**config.mk**
```make
export PLATFORM = sky130hd
export DESIGN_NAME = hbl_indicator
export DESIGN_NICKNAME = d
export VERILOG_FILES = /design/src/hdl/hbl_indicator.v
export VERILOG_INCLUDE_DIRS = /design/src /design/src/hdl
export SDC_FILE = /design/constraint.sdc
export NUM_CORES = 1
export LEC_CHECK = 0
export BUFFER_PORTS_ARGS = -buffer_cell sky130_fd_sc_hd__buf_2
export CORE_ASPECT_RATIO = 1.5
export CORE_MARGIN = 8
export CORE_UTILIZATION = 29
export DETAILED_ROUTE_END_ITERATION = 6
export PLACE_DENSITY_LB_ADDON = 0.15
export REMOVE_ABC_BUFFERS = 1
export SLEW_MARGIN = 30
export SYNTH_ARGS = -nofsm -noshare
export SYNTH_HDL_FRONTEND = slang
export SYNTH_SLANG_ARGS = --single-unit
export TNS_END_PERCENT = 30
```
**constraint.sdc**
```tcl
create_clock -name clk -period 4.2 [get_ports clk]
set_input_delay 0.42 -clock clk [delete_from_list [all_inputs] [get_ports clk]]
set_output_delay 0.42 -clock clk [all_outputs]
set_load 0.005 [all_outputs]
```
**src/hdl/hbl_map.vh**
```
`ifndef HBL_MAP_VH
`define HBL_MAP_VH
// register offsets
`define HBL_REG_CTRL 8'h00
`define HBL_REG_HOLD 8'h04
`define HBL_REG_IDLE 8'h08
`define HBL_REG_QUAL 8'h0C
`define HBL_REG_STAT 8'h10
`define HBL_REG_ISR 8'h14
`define HBL_REG_IMR 8'h18
// control register fields
`define HBL_CFG_LOGGED 2
`define HBL_CFG_RECOG 3
`define HBL_CFG_CPUBOOT 4
`define HBL_CFG_BOOTONLY 5
`define HBL_CFG_HMIFAIL 6
`define HBL_CFG_STUCK 7
`define HBL_CFG_WIRED 8
`define HBL_CFG_ALARMS 9
`define HBL_CFG_FWUPD 10
`define HBL_CFG_UNITFAIL 11
`define HBL_CFG_SYSBOOT 12
// quality register fields
`define HBL_Q_ALARM 0
`define HBL_Q_OVERRIDE 1
`define HBL_Q_FAULT 2
`define HBL_Q_NEEDVAL 3
`define HBL_Q_VALDONE 4
// reset values
`define HBL_HOLD_MS_RST 16'h03E8
`define HBL_IDLE_MIN_RST 8'h05
// display modes
`define HBL_MODE_IDLE 2'b00
`define HBL_MODE_SAVER 2'b01
`define HBL_MODE_ENTRY 2'b10
// led colours
`define HBL_LED_OFF 2'b00
`define HBL_LED_GREEN 2'b01
`define HBL_LED_RED 2'b10
`define HBL_LED_YELLOW 2'b11
// buttons
`define HBL_BTN_UP 0
`define HBL_BTN_DOWN 1
`define HBL_BTN_LEFT 2
`define HBL_BTN_RIGHT 3
// timing
`define HBL_CLK_NS 100
`define HBL_TICK_NS 1000000
`define HBL_POLL_MS 16'h1770
`define HBL_PULSE_MS 16'h0064
`define HBL_FLASH_MS 16'h01F4
`define HBL_SCROLL_MS 16'h0064
`define HBL_ADV_MS 16'h0BB8
`define HBL_MINUTE_MS 16'hEA60
`endif

```
**src/hdl/hbl_indicator.v**
```verilog
`timescale 1ns/1ps
`default_nettype none
`include "hbl_map.vh"
module hbl_indicator #(
    parameter TICK_CYCLES = `HBL_TICK_NS / `HBL_CLK_NS,
    parameter [15:0] POLL_MS = `HBL_POLL_MS,
    parameter [15:0] PULSE_MS = `HBL_PULSE_MS,
    parameter [15:0] FLASH_MS = `HBL_FLASH_MS,
    parameter [15:0] SCROLL_MS = `HBL_SCROLL_MS,
    parameter [15:0] ADV_MS = `HBL_ADV_MS,
    parameter [15:0] MINUTE_MS = `HBL_MINUTE_MS
) (
    input wire clk,
    input wire rst,
    input wire [7:0] addr,
    input wire [31:0] wdata,
    input wire wrEn,
    input wire rdEn,
    output reg [31:0] rdata,
    input wire irBtnUp,
    input wire irBtnDown,
    input wire irBtnLeft,
    input wire irBtnRight,
    output reg [1:0] ledLink,
    output reg [1:0] ledInput,
    output reg [1:0] ledStatus,
    output reg [1:0] ledAlarm,
    output reg qualAlarm,
    output reg qualOverride,
    output reg qualFault,
    output reg qualUnverified,
    output reg displayOn,
    output reg [7:0] paramIdx,
    output reg [7:0] charIdx,
    output reg [7:0] cursorPos,
    output reg logoutPulse,
    output reg acceptPulse,
    output reg cancelPulse,
    output reg irq
);
    localparam [15:0] TICK_LAST = TICK_CYCLES[15:0] - 16'h0001;

    // true when a count about to be incremented reaches its limit
    function msDone;
        input [15:0] cnt;
        input [15:0] lim;
        begin
            msDone = ({1'b0, cnt} + 17'h0_0001) >= {1'b0, lim};
        end
    endfunction

    integer i;
    reg [3:0] sync1_r, sync2_r, sync3_r, btn_r, btnPrev_r;
    reg [15:0] tickCnt_r;
    reg tick_r;
    reg [15:0] pressMs_r [0:3];
    reg [3:0] holdDone_r, tapEv_r, holdEv_r;
    reg [15:0] flashMs_r, pollMs_r, pulseMs_r, scrollMs_r, advMs_r, idleMs_r;
    reg flashPhase_r, pollNow_r, pulseOn_r, scrollStep_r, advStep_r, sleepNow_r;
    reg [1:0] cyc3_r;
    reg [7:0] idleMin_r;
    reg [1:0] mode_r;
    reg loggedIn_r, wakeEv_r, sleepEv_r;
    reg [12:3] cfg_r;
    reg [15:0] holdMs_r;
    reg [7:0] idleMinutes_r;
    reg [4:0] qual_r;
    reg [6:0] isr_r, imr_r;
    reg [31:0] rdMux;
    reg [1:0] linkNxt, inputNxt, statusNxt, alarmNxt;
    wire [3:0] agree = ~(sync2_r ^ sync3_r);
    wire [3:0] pressStart = btn_r & ~btnPrev_r;
    wire upHeld = btn_r[`HBL_BTN_UP] & holdDone_r[`HBL_BTN_UP];
    wire downHeld = btn_r[`HBL_BTN_DOWN] & holdDone_r[`HBL_BTN_DOWN];
    wire frozen = (mode_r == `HBL_MODE_SAVER) & (upHeld | downHeld);
    wire wrIsr = wrEn & (addr == `HBL_REG_ISR);
    wire [6:0] events = {cancelPulse, acceptPulse, logoutPulse, sleepEv_r, wakeEv_r,
                         |holdEv_r, |tapEv_r};

    // pin synchroniser: a level is taken once stages two and three agree
    always @(posedge clk)
    begin
        if (rst)
        begin
            sync1_r <= 4'h0;
            sync2_r <= 4'h0;
            sync3_r <= 4'h0;
            btn_r <= 4'h0;
        end
        else
        begin
            sync1_r <= {irBtnRight, irBtnLeft, irBtnDown, irBtnUp};
            sync2_r <= sync1_r;
            sync3_r <= sync2_r;
            btn_r <= (btn_r & ~agree) | (sync3_r & agree);
        end
    end

    // millisecond tick
    always @(posedge clk)
    begin
        if (rst)
        begin
            tickCnt_r <= 16'h0000;
            tick_r <= 1'b0;
        end
        else if (tickCnt_r == TICK_LAST)
        begin
            tickCnt_r <= 16'h0000;
            tick_r <= 1'b1;
        end
        else
        begin
            tickCnt_r <= tickCnt_r + 16'h0001;
            tick_r <= 1'b0;
        end
    end

    // tap or hold, one event per press
    always @(posedge clk)
    begin
        if (rst)
        begin
            for (i = 0; i < 4; i = i + 1)
                pressMs_r[i] <= 16'h0000;
            holdDone_r <= 4'h0;
            btnPrev_r <= 4'h0;
            tapEv_r <= 4'h0;
            holdEv_r <= 4'h0;
        end
        else
        begin
            btnPrev_r <= btn_r;
            for (i = 0; i < 4; i = i + 1)
            begin
                tapEv_r[i] <= 1'b0;
                holdEv_r[i] <= 1'b0;
                if (!btn_r[i])
                begin
                    if (btnPrev_r[i] && !holdDone_r[i])
                        tapEv_r[i] <= 1'b1;
                    pressMs_r[i] <= 16'h0000;
                    holdDone_r[i] <= 1'b0;
                end
                else if (tick_r && !holdDone_r[i])
                begin
                    pressMs_r[i] <= pressMs_r[i] + 16'h0001;
                    if (msDone(pressMs_r[i], holdMs_r))
                    begin
                        holdEv_r[i] <= 1'b1;
                        holdDone_r[i] <= 1'b1;
                    end
                end
            end
        end
    end

    // flash phase, three-colour cycle, sleep poll, scroll and auto advance
    always @(posedge clk)
    begin
        if (rst)
        begin
            flashMs_r <= 16'h0000;
            flashPhase_r <= 1'b0;
            cyc3_r <= 2'b00;
            pollMs_r <= 16'h0000;
            pollNow_r <= 1'b0;
            pulseMs_r <= 16'h0000;
            pulseOn_r <= 1'b0;
            scrollMs_r <= 16'h0000;
            scrollStep_r <= 1'b0;
            advMs_r <= 16'h0000;
            advStep_r <= 1'b0;
        end
        else
        begin
            pollNow_r <= 1'b0;
            scrollStep_r <= 1'b0;
            advStep_r <= 1'b0;
            if (tick_r)
            begin
                flashMs_r <= flashMs_r + 16'h0001;
                if (msDone(flashMs_r, FLASH_MS))
                begin
                    flashMs_r <= 16'h0000;
                    flashPhase_r <= ~flashPhase_r;
                    cyc3_r <= (cyc3_r == 2'b10) ? 2'b00 : cyc3_r + 2'b01;
                end
            end
            if (mode_r != `HBL_MODE_IDLE)
            begin
                pollMs_r <= 16'h0000;
                pulseOn_r <= 1'b0;
            end
            else if (tick_r)
            begin
                pollMs_r <= pollMs_r + 16'h0001;
                if (msDone(pollMs_r, POLL_MS))
                begin
                    pollMs_r <= 16'h0000;
                    pollNow_r <= 1'b1;
                    pulseOn_r <= 1'b1;
                    pulseMs_r <= 16'h0000;
                end
                else if (pulseOn_r)
                begin
                    pulseMs_r <= pulseMs_r + 16'h0001;
                    if (msDone(pulseMs_r, PULSE_MS))
                        pulseOn_r <= 1'b0;
                end
            end
            if (mode_r != `HBL_MODE_ENTRY || !(upHeld || downHeld))
                scrollMs_r <= 16'h0000;
            else if (tick_r)
            begin
                scrollMs_r <= scrollMs_r + 16'h0001;
                if (msDone(scrollMs_r, SCROLL_MS))
                begin
                    scrollMs_r <= 16'h0000;
                    scrollStep_r <= 1'b1;
                end
            end
            if (mode_r != `HBL_MODE_SAVER || frozen)
                advMs_r <= 16'h0000;
            else if (tick_r)
            begin
                advMs_r <= advMs_r + 16'h0001;
                if (msDone(advMs_r, ADV_MS))
                begin
                    advMs_r <= 16'h0000;
                    advStep_r <= 1'b1;
                end
            end
        end
    end

    // inactivity timer
    always @(posedge clk)
    begin
        if (rst)
        begin
            idleMs_r <= 16'h0000;
            idleMin_r <= 8'h00;
            sleepNow_r <= 1'b0;
        end
        else
        begin
            sleepNow_r <= 1'b0;
            if (mode_r == `HBL_MODE_IDLE || |pressStart || idleMinutes_r == 8'h00)
            begin
                idleMs_r <= 16'h0000;
                idleMin_r <= 8'h00;
            end
            else if (tick_r)
            begin
                idleMs_r <= idleMs_r + 16'h0001;
                if (msDone(idleMs_r, MINUTE_MS))
                begin
                    idleMs_r <= 16'h0000;
                    idleMin_r <= idleMin_r + 8'h01;
                    if (msDone({8'h00, idleMin_r}, {8'h00, idleMinutes_r}))
                    begin
                        sleepNow_r <= 1'b1;
                        idleMin_r <= 8'h00;
                    end
                end
            end
        end
    end

    // display mode and button actions
    always @(posedge clk)
    begin
        if (rst)
        begin
            mode_r <= `HBL_MODE_SAVER;
            loggedIn_r <= 1'b0;
            paramIdx <= 8'h00;
            charIdx <= 8'h00;
            cursorPos <= 8'h00;
            logoutPulse <= 1'b0;
            acceptPulse <= 1'b0;
            cancelPulse <= 1'b0;
            wakeEv_r <= 1'b0;
            sleepEv_r <= 1'b0;
        end
        else
        begin
            logoutPulse <= 1'b0;
            acceptPulse <= 1'b0;
            cancelPulse <= 1'b0;
            wakeEv_r <= 1'b0;
            sleepEv_r <= 1'b0;
            if (wrEn && addr == `HBL_REG_CTRL)
            begin
                mode_r <= wdata[1:0];
                loggedIn_r <= wdata[`HBL_CFG_LOGGED];
            end
            case (mode_r)
                `HBL_MODE_IDLE:
                begin
                    if (holdEv_r[`HBL_BTN_UP] || holdEv_r[`HBL_BTN_DOWN] ||
                        (pollNow_r && btn_r[`HBL_BTN_LEFT]))
                    begin
                        mode_r <= `HBL_MODE_SAVER;
                        wakeEv_r <= 1'b1;
                    end
                end
                `HBL_MODE_SAVER:
                begin
                    if (tapEv_r[`HBL_BTN_UP])
                        paramIdx <= paramIdx - 8'h01;
                    else if (tapEv_r[`HBL_BTN_DOWN] || advStep_r)
                        paramIdx <= paramIdx + 8'h01;
                    if ((tapEv_r[`HBL_BTN_LEFT] || holdEv_r[`HBL_BTN_LEFT]) && loggedIn_r)
                    begin
                        loggedIn_r <= 1'b0;
                        logoutPulse <= 1'b1;
                    end
                    if (sleepNow_r)
                    begin
                        mode_r <= `HBL_MODE_IDLE;
                        sleepEv_r <= 1'b1;
                    end
                end
                `HBL_MODE_ENTRY:
                begin
                    if (tapEv_r[`HBL_BTN_UP] || (scrollStep_r && upHeld))
                        charIdx <= charIdx - 8'h01;
                    else if (tapEv_r[`HBL_BTN_DOWN] || (scrollStep_r && downHeld))
                        charIdx <= charIdx + 8'h01;
                    if (tapEv_r[`HBL_BTN_LEFT])
                        cursorPos <= cursorPos - 8'h01;
                    else if (tapEv_r[`HBL_BTN_RIGHT])
                        cursorPos <= cursorPos + 8'h01;
                    acceptPulse <= holdEv_r[`HBL_BTN_LEFT];
                    cancelPulse <= holdEv_r[`HBL_BTN_RIGHT];
                    if (sleepNow_r)
                    begin
                        mode_r <= `HBL_MODE_IDLE;
                        sleepEv_r <= 1'b1;
                    end
                end
                default:
                    mode_r <= `HBL_MODE_IDLE;
            endcase
        end
    end

    // register file and interrupt status
    always @*
    begin
        case (addr)
            `HBL_REG_CTRL: rdMux = {19'h0_0000, cfg_r, loggedIn_r, mode_r};
            `HBL_REG_HOLD: rdMux = {16'h0000, holdMs_r};
            `HBL_REG_IDLE: rdMux = {24'h00_0000, idleMinutes_r};
            `HBL_REG_QUAL: rdMux = {27'h000_0000, qual_r};
            `HBL_REG_STAT: rdMux = {cursorPos, charIdx, paramIdx, 1'b0, frozen, mode_r, btn_r};
            `HBL_REG_ISR: rdMux = {25'h000_0000, isr_r};
            `HBL_REG_IMR: rdMux = {25'h000_0000, imr_r};
            default: rdMux = 32'h0000_0000;
        endcase
    end

    always @(posedge clk)
    begin
        if (rst)
        begin
            cfg_r <= 10'h000;
            holdMs_r <= `HBL_HOLD_MS_RST;
            idleMinutes_r <= `HBL_IDLE_MIN_RST;
            qual_r <= 5'h00;
            isr_r <= 7'h00;
            imr_r <= 7'h00;
            rdata <= 32'h0000_0000;
        end
        else
        begin
            rdata <= rdEn ? rdMux : 32'h0000_0000;
            if (wrEn && addr == `HBL_REG_CTRL)
                cfg_r <= wdata[12:3];
            if (wrEn && addr == `HBL_REG_HOLD)
                holdMs_r <= wdata[15:0];
            if (wrEn && addr == `HBL_REG_IDLE)
                idleMinutes_r <= wdata[7:0];
            if (wrEn && addr == `HBL_REG_QUAL)
                qual_r <= wdata[4:0];
            if (wrEn && addr == `HBL_REG_IMR)
                imr_r <= wdata[6:0];
            // a new event wins over a clear in the same cycle
            isr_r <= (isr_r & ~(wrIsr ? wdata[6:0] : 7'h00)) | events;
        end
    end

    // indicator colours
    always @*
    begin
        linkNxt = cfg_r[`HBL_CFG_WIRED] ? `HBL_LED_GREEN : `HBL_LED_OFF;
        if (!cfg_r[`HBL_CFG_RECOG] || cfg_r[`HBL_CFG_CPUBOOT])
            inputNxt = flashPhase_r ? `HBL_LED_YELLOW : `HBL_LED_OFF;
        else
            inputNxt = (|btn_r) ? `HBL_LED_GREEN : `HBL_LED_OFF;
        if (cfg_r[`HBL_CFG_BOOTONLY])
            statusNxt = (cyc3_r == 2'b00) ? `HBL_LED_RED :
                        (cyc3_r == 2'b01) ? `HBL_LED_GREEN : `HBL_LED_YELLOW;
        else if (cfg_r[`HBL_CFG_UNITFAIL])
            statusNxt = `HBL_LED_RED;
        else if (mode_r == `HBL_MODE_IDLE)
            statusNxt = pulseOn_r ? `HBL_LED_GREEN : `HBL_LED_OFF;
        else if (cfg_r[`HBL_CFG_SYSBOOT])
            statusNxt = flashPhase_r ? `HBL_LED_GREEN : `HBL_LED_OFF;
        else
            statusNxt = `HBL_LED_GREEN;
        if (cfg_r[`HBL_CFG_FWUPD])
            alarmNxt = flashPhase_r ? `HBL_LED_RED : `HBL_LED_OFF;
        else
            alarmNxt = cfg_r[`HBL_CFG_ALARMS] ? `HBL_LED_RED : `HBL_LED_GREEN;
        if (cfg_r[`HBL_CFG_HMIFAIL])
        begin
            linkNxt = `HBL_LED_RED;
            inputNxt = `HBL_LED_RED;
            statusNxt = `HBL_LED_RED;
            alarmNxt = `HBL_LED_RED;
        end
        else if (cfg_r[`HBL_CFG_STUCK])
        begin
            linkNxt = flashPhase_r ? `HBL_LED_RED : `HBL_LED_OFF;
            alarmNxt = flashPhase_r ? `HBL_LED_OFF : `HBL_LED_RED;
        end
    end

    always @(posedge clk)
    begin
        if (rst)
        begin
            ledLink <= `HBL_LED_OFF;
            ledInput <= `HBL_LED_OFF;
            ledStatus <= `HBL_LED_OFF;
            ledAlarm <= `HBL_LED_OFF;
            qualAlarm <= 1'b0;
            qualOverride <= 1'b0;
            qualFault <= 1'b0;
            qualUnverified <= 1'b0;
            displayOn <= 1'b0;
            irq <= 1'b0;
        end
        else
        begin
            ledLink <= linkNxt;
            ledInput <= inputNxt;
            ledStatus <= statusNxt;
            ledAlarm <= alarmNxt;
            qualAlarm <= qual_r[`HBL_Q_ALARM];
            qualOverride <= qual_r[`HBL_Q_OVERRIDE];
            qualFault <= qual_r[`HBL_Q_FAULT];
            qualUnverified <= qual_r[`HBL_Q_NEEDVAL] & ~qual_r[`HBL_Q_VALDONE];
            displayOn <= (mode_r != `HBL_MODE_IDLE);
            irq <= |(isr_r & imr_r);
        end
    end
endmodule // hbl_indicator
`default_nettype wire

```
## Yosys cells after proc, flatten, opt, wreduce, memory -nomap -nowiden

Memory sizes are Yosys's and may differ from the RTL's.
Cells that the tools add are included.

| word-level totals | value |
|---|---|
| flip-flop bits (word level) | 292 |
| output and inout port bits | 73 |
| bits of input ports | 48 |
| memories | 1 |
| logic and storage cells | 353 |
| bits in writable memories | 64 |

Memory list:

| name | words | bits a word | rd ports | clocked after Yosys merged registers in | wr ports | line | RTL |
|---|---|---|---|---|---|---|---|
| pressMs_r | 4 | 16 | 4 | 0 | 4 | hbl_indicator.v:56 | `reg [15:0] pressMs_r [0:3];` |

| cells by class | value |
|---|---|
| equality and inequality tests | 13 |
| muxes and demuxes | 103 |
| reduce and logical (&&, ||, !) cells | 87 |
| $add $sub $neg | 30 |
| bitwise gates (word level) | 44 |
| order comparisons | 11 |

Operator list:

| operator | number |
|---|---|
| 2-to-1 mux 16 bit | 15 |
| one-hot mux 32 bit (7 select lines) | 1 |
| adder 16 x 1 -> 16 bit (second input constant) | 11 |
| adder 16 x 1 -> 17 bit (second input constant) | 10 |
| >= comparator 17 x 16 -> 1 bit | 4 |
| 2-to-1 mux 1 bit | 58 |
| 2-to-1 mux 8 bit | 7 |
| 2-to-1 mux 2 bit | 20 |
| OR reduction 2 bit | 20 |
| >= comparator 17 x 7 -> 1 bit (second input constant) | 2 |
| adder 8 x 1 -> 8 bit (second input constant) | 4 |
| == test 8 x 5 -> 1 bit (second input constant) | 3 |
| subtractor 8 x 1 -> 8 bit (second input constant) | 3 |
| OR reduction 3 bit | 7 |
| OR reduction 4 bit | 5 |
| inverter 1 bit | 18 |
| AND reduction 2 bit | 9 |
| >= comparator 17 x 12 -> 1 bit (second input constant) | 1 |
| >= comparator 17 x 13 -> 1 bit (second input constant) | 1 |
| >= comparator 17 x 16 -> 1 bit (second input constant) | 1 |
| >= comparator 17 x 9 -> 1 bit (second input constant) | 1 |
| logical AND 1 bit | 17 |
| == test 16 x 14 -> 1 bit (second input constant) | 1 |
| == test 8 x 4 -> 1 bit (second input constant) | 2 |
| 26 further kinds | 67 |

## Longest topological paths before layout

Gate-level depths: netlist of run 1.

| logic depth | value |
|---|---|
| depth in word-level cells | 7 |
| gate-level depth with buffers | 15 |
| depth with buffers taken out | 14 |

## Worst setup path before layout of run 1

No wires, ideal clock.

| path | value |
|---|---|
| kind | flip-flop to flip-flop |
| start point | register tick_r |
| end point | memory pressMs_r[0][0], enable pin |
| period minus slack after synthesis | 2.586 ns |
| slack | 1.614 ns |
| arrival | 2.175 ns |
| stages on the path, launching flop included | 6 |
| data required time | 3.789 ns |
| library setup time | 0.411 ns |
| path buffers | 3 |
| cells stage by stage | dfxtp_1 inv_1 clkbuf_1 clkbuf_1 clkbuf_1 o21ai_0 |

RTL lines:

| what | line | RTL |
|---|---|---|
| from (decl) | hbl_indicator.v:55 | `reg tick_r;` |
| from (signal assigned) | hbl_indicator.v:105 | `tick_r <= 1'b0;` |
| from (signal assigned) | hbl_indicator.v:110 | `tick_r <= 1'b1;` |
| from (signal assigned) | hbl_indicator.v:115 | `tick_r <= 1'b0;` |
| to (decl) | hbl_indicator.v:56 |  |

## Final worst setup path of run 1

| path | value |
|---|---|
| start point | register idleMs_r[0] |
| end point | register idleMs_r[2] |

| between the ends | value |
|---|---|
| longest elaborated chain between the ends | 3 |
| elaborated cells between the ends (all ways) | 4 |
| classes of those cells | add/sub: 2; order compare: 1; mux: 1 |

Ends and longest elaborated chain:

| what | line | RTL |
|---|---|---|
| from (decl) | hbl_indicator.v:58 | `reg [15:0] flashMs_r, pollMs_r, pulseMs_r, scrollMs_r, advMs_r, idleMs_r;` |
| from (signal assigned) | hbl_indicator.v:256 | `idleMs_r <= idleMs_r + 16'h0001;` |
| adder 16 x 1 -> 17 bit | hbl_indicator.v:48 | `msDone = ({1'b0, cnt} + 17'h0_0001) >= {1'b0, lim};` |
| >= comparator 17 x 16 -> 1 bit | hbl_indicator.v:48 |  |
| 2-to-1 mux 16 bit * | hbl_indicator.v:257 | `if (msDone(idleMs_r, MINUTE_MS))` |

Every way passes the cells marked *; elsewhere a longest branch is shown, timed or not.
A chain may end at the register's enable or synchronous reset.

==> flow_summary.json, run 1 <==
{
  "status": "finished clean",
  "regMostFlops": "pressMs_r",
  "initial_core_util_pct": 29.2,
  "relSlewSlack_pct": 41.1,
  "final_max_slew_viol_count": 0,
  "synth.top_cells.by_count": "dfxtp_1, nor2_1, nand2_1",
  "route.detailed.drc": 0,
  "cp.arrival_ns": 3.50,
  "synth_area_um2": 18400,
  "cellLeakagePower_nw": 8.25,
  "hp-start": "irBtnRight",
  "cpMaxStageDelayCell": "or4_1",
  "clk_pin_slew_ns": 0.06,
  "num_vias": 15200,
  "cp_slowest_stage_delay_ns": 0.57,
  "layout-drive-gt1-share_pct": 9.59,
  "area_growth_pct": 15.0,
  "worst_skew_pair.late_latency_ns": 0.58,
  "netlist_instances": 2099,
  "clock_skew_ns": 0.0286,
  "largest_registers": "pressMs_r (64), rdata (32)",
  "grt-ovfl-total": 0,
  "dpl.cell_count": 2940,
  "port_buffers": 104,
  "cts_hold_buf": 0,
  "die_area_um2": 71900,
  "finalSetupViolCount": 0,
  "clock_path_buffers": 3,
  "grt_pass1_vias": 15200,
  "place_congestion": 0.813,
  "largest_reg_flops": 64,
  "ys_warn_count": 0,
  "rsz0062_at_grt": "no",
  "end_kind": "register",
  "cp_common_cell": "and4_1",
  "critPathMaxFanout": 17,
  "crit_required_ns": 4.63,
  "r2r_start": "idleMs_r[0]",
  "fp.dieH_um": 324,
  "rows": 113,
  "ctsResizeCount": 0,
  "final_hold_viol_count": 0,
  "cts_root_buf": "clkbuf_16",
  "layout.nets": 2337,
  "tns_ns": 0,
  "first_pass_iters": 6,
  "routed_wl_um": 53900,
  "critPathKind": "reg -> reg",
  "layoutNonFillerInstCount": 3019,
  "fmax_mhz": 325,
  "vias_per_cell": 5.04,
  "io_pins": 121,
  "postCtsSetupBuffers": 0,
  "ant_nets": 0,
  "cts_tree": "done",
  "netlist_top_cells_area": "dfxtp_1, edfxtp_1, ha_1",
  "crit_path_start_kind": "register",
  "crit_chain": "ha_1, and4_1, and4_1, o221ai_1, or4_1, a211o_1, nand2_1, nor2_1",
  "ir_drop_mv": 0.257,
  "period_share_pct": 73.2,
  "placed_area_um2": 19800,
  "period_needed_ns": 3.07,
  "cts_buffers": 42,
  "worst_slew_pin_slew_ns": 0.883,
  "yosysSeqAreaShare_pct": 42.2,
  "p_total_mw": 7.37,
  "maxCapViolations": 0,
  "h-tree-depth": 2,
  "synth-edff-count": 64,
  "grt.total_usage_pct": 14.8,
  "critPathLaunch": "idleMs_r[0]",
  "synth_ff_type": "dfxtp_1",
  "wl_per_cell_um": 17.9,
  "synth.distinct_cells": 76,
  "synth_top_area_cell": "dfxtp_1",
  "fill_cells": 6599,
  "synth_most_common_cell": "dfxtp_1",
  "hold_path.class": "in -> reg",
  "grt_pass1_wl_um": 86500,
  "powerDensity_nw_per_um2": 348,
  "synthArstFlopShare_pct": 0,
  "avgSynthCellArea_um2": 8.76,
  "synth_top_area_share_pct": 31.8,
  "grt_max_degree": 51,
  "clock_sinks": 356,
  "antenna_found_initial": 7,
  "die_w_um": 222,
  "place_hpwl_um": 39400,
  "final_cell_area_um2": 21100,
  "core_area_um2": 63100,
  "drtIter0Drc": 824,
  "ys_ff_latch": 356
}
-- layout by cell type (no fill, tap or decap), types with 64 or more instances in the layout --
| cell type | instances |
|---|---|
| nand3_1 | 120 |
| edfxtp_1 | 64 |
| and3_1 | 64 |
| inv_1 | 73 |
| a21oi_1 | 124 |
| ha_1 | 107 |
| buf_2 | 103 |
| nand2_1 | 193 |
| dfxtp_1 | 292 |
| nor2_1 | 213 |
| nor2b_1 | 90 |
| o21ai_0 | 83 |
| xnor2_1 | 85 |
-- per-stage QoR --
| stage | hold slack, ns | utilization [%] | setup WS (ns) |
|---|---|---|---|
| 2_1_floorplan | 0.413 | - | 0.925 |
| 3_3_place_gp | 0.430 | 31.3 | 1.12 |
| 3_5_place_dp | 0.432 | 31.3 | 1.06 |
| 4_1_cts | 0.0198 | 33.5 | 1.04 |
| 5_1_grt | 0.0587 | 33.5 | 0.830 |
| 6_report | 0.0602 | 33.5 | 1.13 |
-- where the power goes --
part	internal (mW)	total [mW]	leakage, nW	switching, mW
clock network	2.16	3.72	0.666	1.57
registers	3.47	3.49	3.14	0.0104
logic	0.0468	0.162	4.44	0.115
total	5.68	7.37	8.25	1.69
-- logic make-up (layout without fill, tap and decap cells) --
kind of cell | count (synthesis) | in the layout | synth area share [%]
buf+inv | 166 | 278 | 3.49
xor+xnor | 148 | 148 | 7.05
compound gates | 371 | 371 | 12.6
simple gates | 909 | 909 | 24.8
fa+ha+maj | 110 | 110 | 7.61
flops | 356 | 356 | 42.2
other cells | 0 | 3 | 0
mux | 39 | 39 | 2.14
-- layer usage --
metal | vias up | wire length [um] | share of wire (%) | GRT usage, %
met5 | - | 40 | 0.074 | 0
met4 | 6 | 1760 | 3.3 | 5.25
met3 | 100 | 2550 | 4.7 | 2.84
met2 | 280 | 26200 | 49 | 26.0
met1 | 7211 | 23300 | 43 | 17.7
li1 | 7621 | - | - | -
-- final cells by class --
cell class | count | area, um^2 | share of cell area [%]
Multi-Input combinational cell | 1577 | 10000 | 47.3
Sequential cell | 356 | 7770 | 36.7
Clock buffer | 57 | 1170 | 5.53
Tap cell | 805 | 1010 | 4.76
Timing Repair Buffer | 128 | 703 | 3.32
Inverter | 74 | 278 | 1.31
Clock inverter | 19 | 216 | 1.02
Antenna cell | 3 | 7.51 | 0.0355
-- worst max-delay path: cells and delay by family, from the launching register on --
| kind | cells | cell delay, ns |
|---|---|---|
| compound gates | 2 | 0.56 |
| fa+ha+maj | 1 | 0.26 |
| flops | 1 | 0.39 |
| simple gates | 5 | 1.71 |
-- worst paths after layout --
check	end	slack (ns)	cells after the start
max	idleMs_r[2]	1.13	8
min	sync1_r[3]	0.06	2
min reg2reg	register	0.45	2
max reg2reg	idleMs_r[2]	1.13	8
Power figures use the tool's default switching activity.
==> run 2, diff against run 1 <==
--- a/config.mk
+++ b/config.mk
@@ -6,6 +6,7 @@
 export SDC_FILE = /design/constraint.sdc
 export NUM_CORES = 1
 export LEC_CHECK = 0
+export ABC_AREA = 1
 export BUFFER_PORTS_ARGS = -buffer_cell sky130_fd_sc_hd__buf_2
 export CORE_ASPECT_RATIO = 1.5
 export CORE_MARGIN = 8
==> constraint.sdc (replaced) <==
create_clock -name clk -period 2.85 [get_ports clk]
set_input_delay 0.285 -clock clk [delete_from_list [all_inputs] [get_ports clk]]
set_output_delay 0.285 -clock clk [all_outputs]
set_load 0.005 [all_outputs]
==> run 2 against run 1 <==
Compared with the run above: fmax rose by 12%; clock skew decreased by 0.012 ns; sequential power increased by 47%; area after synthesis increased by 7.4%; critical endpoint is now holdDone_r[0].
==> flow_summary.json, run 2 <==
{
  "fmax_mhz": 365,
  "cp.arrival_ns": 3.25,
  "area_growth_pct": 19.4,
  "place_ws_ns": -0.0520,
  "switching_power_mw": 2.54,
  "clock_power_share_pct": 52.0,
  "port_buffers": 104,
  "clock_path_buffers": 3,
  "place_hpwl_um": 44700,
  "critPathKind": "reg -> reg",
  "critPathMaxFanout": 3,
  "vias_per_cell": 4.70,
  "antenna-diode-count": 0,
  "worst_slew_pin_slew_ns": 0.894,
  "final_cell_area_um2": 23600,
  "powerDensity_nw_per_um2": 478,
  "rsz0062_at_grt": "yes",
  "cts_root_buf": "clkbuf_16",
  "layout_common_cells": "nand2_1, inv_1, nor2_1",
  "avgSynthCellArea_um2": 7.22,
  "initial_core_util_pct": 29.2,
  "crit_required_ns": 3.36,
  "power_frac_comb_pct": 2.5,
  "final_max_slew_viol_count": 0,
  "cts_tree": "done",
  "fin_ws_ns": 0.107,
  "first_pass_iters": 6,
  "regArea_um2": 7770,
  "multi_input_area_um2": 10400,
  "clock_sinks": 356,
  "p_total_mw": 11.3,
  "die_area_um2": 76900,
  "placed_area_um2": 21500,
  "crit_path_start_kind": "register",
  "grt.total_usage_pct": 15.1,
  "layout-drive-gt1-share_pct": 12.5,
  "busiest_layer": "met2",
  "ys_warn_count": 0,
  "gr-usage-met2_pct": 28.0,
  "synth.distinct_cells": 53,
  "core_area_um2": 67600,
  "maxCapViolations": 0,
  "h-tree-depth": 2,
  "route.detailed.drc": 0,
  "ir_drop_mv": 0.370,
  "layout.nets": 3061,
  "io_pins": 121,
  "clock_skew_ns": 0.0169,
  "synth_top_area_share_pct": 29.6,
  "period_needed_ns": 2.74,
  "rows": 117,
  "largest_registers": "pressMs_r (64), rdata (32)",
  "fp.dieH_um": 336,
  "largest_reg_flops": 64,
  "netSwitchingFraction_pct": 22.5,
  "drtIter0Drc": 789,
  "die_w_um": 229,
  "num_vias": 18000,
  "synth_ff_type": "dfxtp_1",
  "relSlewSlack_pct": 40.3,
  "layout_commonest_cell": "nand2_1",
  "ant_nets": 0,
  "netlist_instances": 2736,
  "period_share_pct": 96.3,
  "synth-edff-count": 64,
  "grt_max_degree": 76,
  "final_hold_viol_count": 0,
  "place_congestion": 0.878,
  "fill_cells": 7232,
  "wl_per_cell_um": 15.5,
  "grt-ovfl-total": 0,
  "cellLeakagePower_nw": 10.2,
  "end_kind": "register",
  "yosysSeqAreaShare_pct": 39.3,
  "synth.top_cells.by_count": "nand2_1, inv_1, nor2_1",
  "synth_top_area_cell": "dfxtp_1",
  "p_seq_share_pct": 45.5,
  "finalSetupViolCount": 0,
  "ys_ff_latch": 356,
  "status": "finished clean",
  "synthArstFlopShare_pct": 0,
  "synth_most_common_cell": "nand2_1",
  "regMostFlops": "pressMs_r",
  "internal_power_mw": 8.75,
  "synth_area_um2": 19800,
  "cts_buffers": 41,
  "grt_pass1_wl_um": 94200,
  "grtUsageMet1_pct": 17.1,
  "clk_pin_slew_ns": 0.06,
  "routed_wl_um": 59400,
  "use_met3_pct": 2.32,
  "antenna_found_initial": 3,
  "grt_pass1_vias": 17900,
  "hold_path.class": "in -> reg",
  "worst_skew_pair.late_latency_ns": 0.58,
  "netlist_top_cells_area": "dfxtp_1, edfxtp_1, nand2_1"
}
run 2: final timing paths:
kind / slack [ns] / startpoint / cells past startpoint / endpoint
worst max-delay path: 0.11 / pressMs_r[0][0] / 20 / holdDone_r[0]
worst min-delay path: 0.05 / wdata[13] / 3 / holdMs_r[13]
worst max register to register: 0.11 / pressMs_r[0][0] / 20 / holdDone_r[0]
worst min register to register: 0.41 / sync1_r[0] / 2 / sync2_r[0]
run 2: area by class of cell:
class	instances	area share (%)
Timing Repair Buffer	187	5.00
Multi-Input combinational cell	1891	44.2
Inverter	426	6.78
Clock buffer	55	5.27
Clock inverter	20	1.10
Tap cell	892	4.73
Sequential cell	356	32.9
run 2: worst max-delay path, cell delays in order, from the launching register on:
cell	delay, ns
edfxtp_1	0.38
ha_2	0.20
nand2_2	0.05
inv_2	0.08
nand2_4	0.06
nor2_4	0.11
nand2_2	0.08
nor2_4	0.13
nand2_2	0.09
or3_1	0.36
xor2_1	0.19
inv_1	0.10
ha_4	0.27
nand2_2	0.04
nor2_1	0.08
nand4_1	0.09
nor2_1	0.11
nor2_1	0.04
nand3_1	0.07
nand2_2	0.08
nand2_1	0.07
run 2: layer usage:
metal  vias up  share of wire [%]
met5         -              0.052
met4         4                3.4
met3       105                3.8
met2       299                 50
met1      8329                 42
li1       9252                  -
run 2: cell families (layout without fill, tap and decap cells):
group	count (synthesis)	count (layout)	synth area share, %
AND/OR/NAND/NOR	1272	1272	28.5
buffers and inverters	489	688	9.51
AO/OA/AOI/OAI	406	406	11.0
flip-flops	356	356	39.3
adder cells (fa/ha/maj)	110	110	7.08
XOR/XNOR	102	102	4.52
multiplexers	1	1	0.0507
run 2: through the flow:
stage          std cells  util (%)  hold WS (ns)  setup TNS, ns
2_1_floorplan       2673         -         0.354         -78.83
5_1_grt             3827      34.9        0.0525         -0.553
6_report            3827      34.9        0.0474              0
3_3_place_gp        3727      31.9         0.402         -0.187
3_5_place_dp        3727      31.9         0.406         -0.123
4_1_cts             3816      34.3       0.00376              0
run 2: power groups by stage:
stage | Sequential [mW] | Clock [mW] | Combinational [mW]
after floorplan | 5.24 | 0 | 0.126
after global placement | 5.24 | 0 | 0.263
after detailed placement | 5.24 | 0 | 0.266
after CTS | 5.13 | 6.10 | 0.284
after global routing | 5.13 | 6.25 | 0.310
final | 5.13 | 5.87 | 0.280
run 2: timing repair:
item	4_1_cts	5_1_grt
endpoints found under the setup margin	5	16
buffers inserted	0	11
hold buffers	14	0
pin swaps	1	46
endpoints found under the hold margin	18	0
resized for setup	5	68
gates cloned	0	0
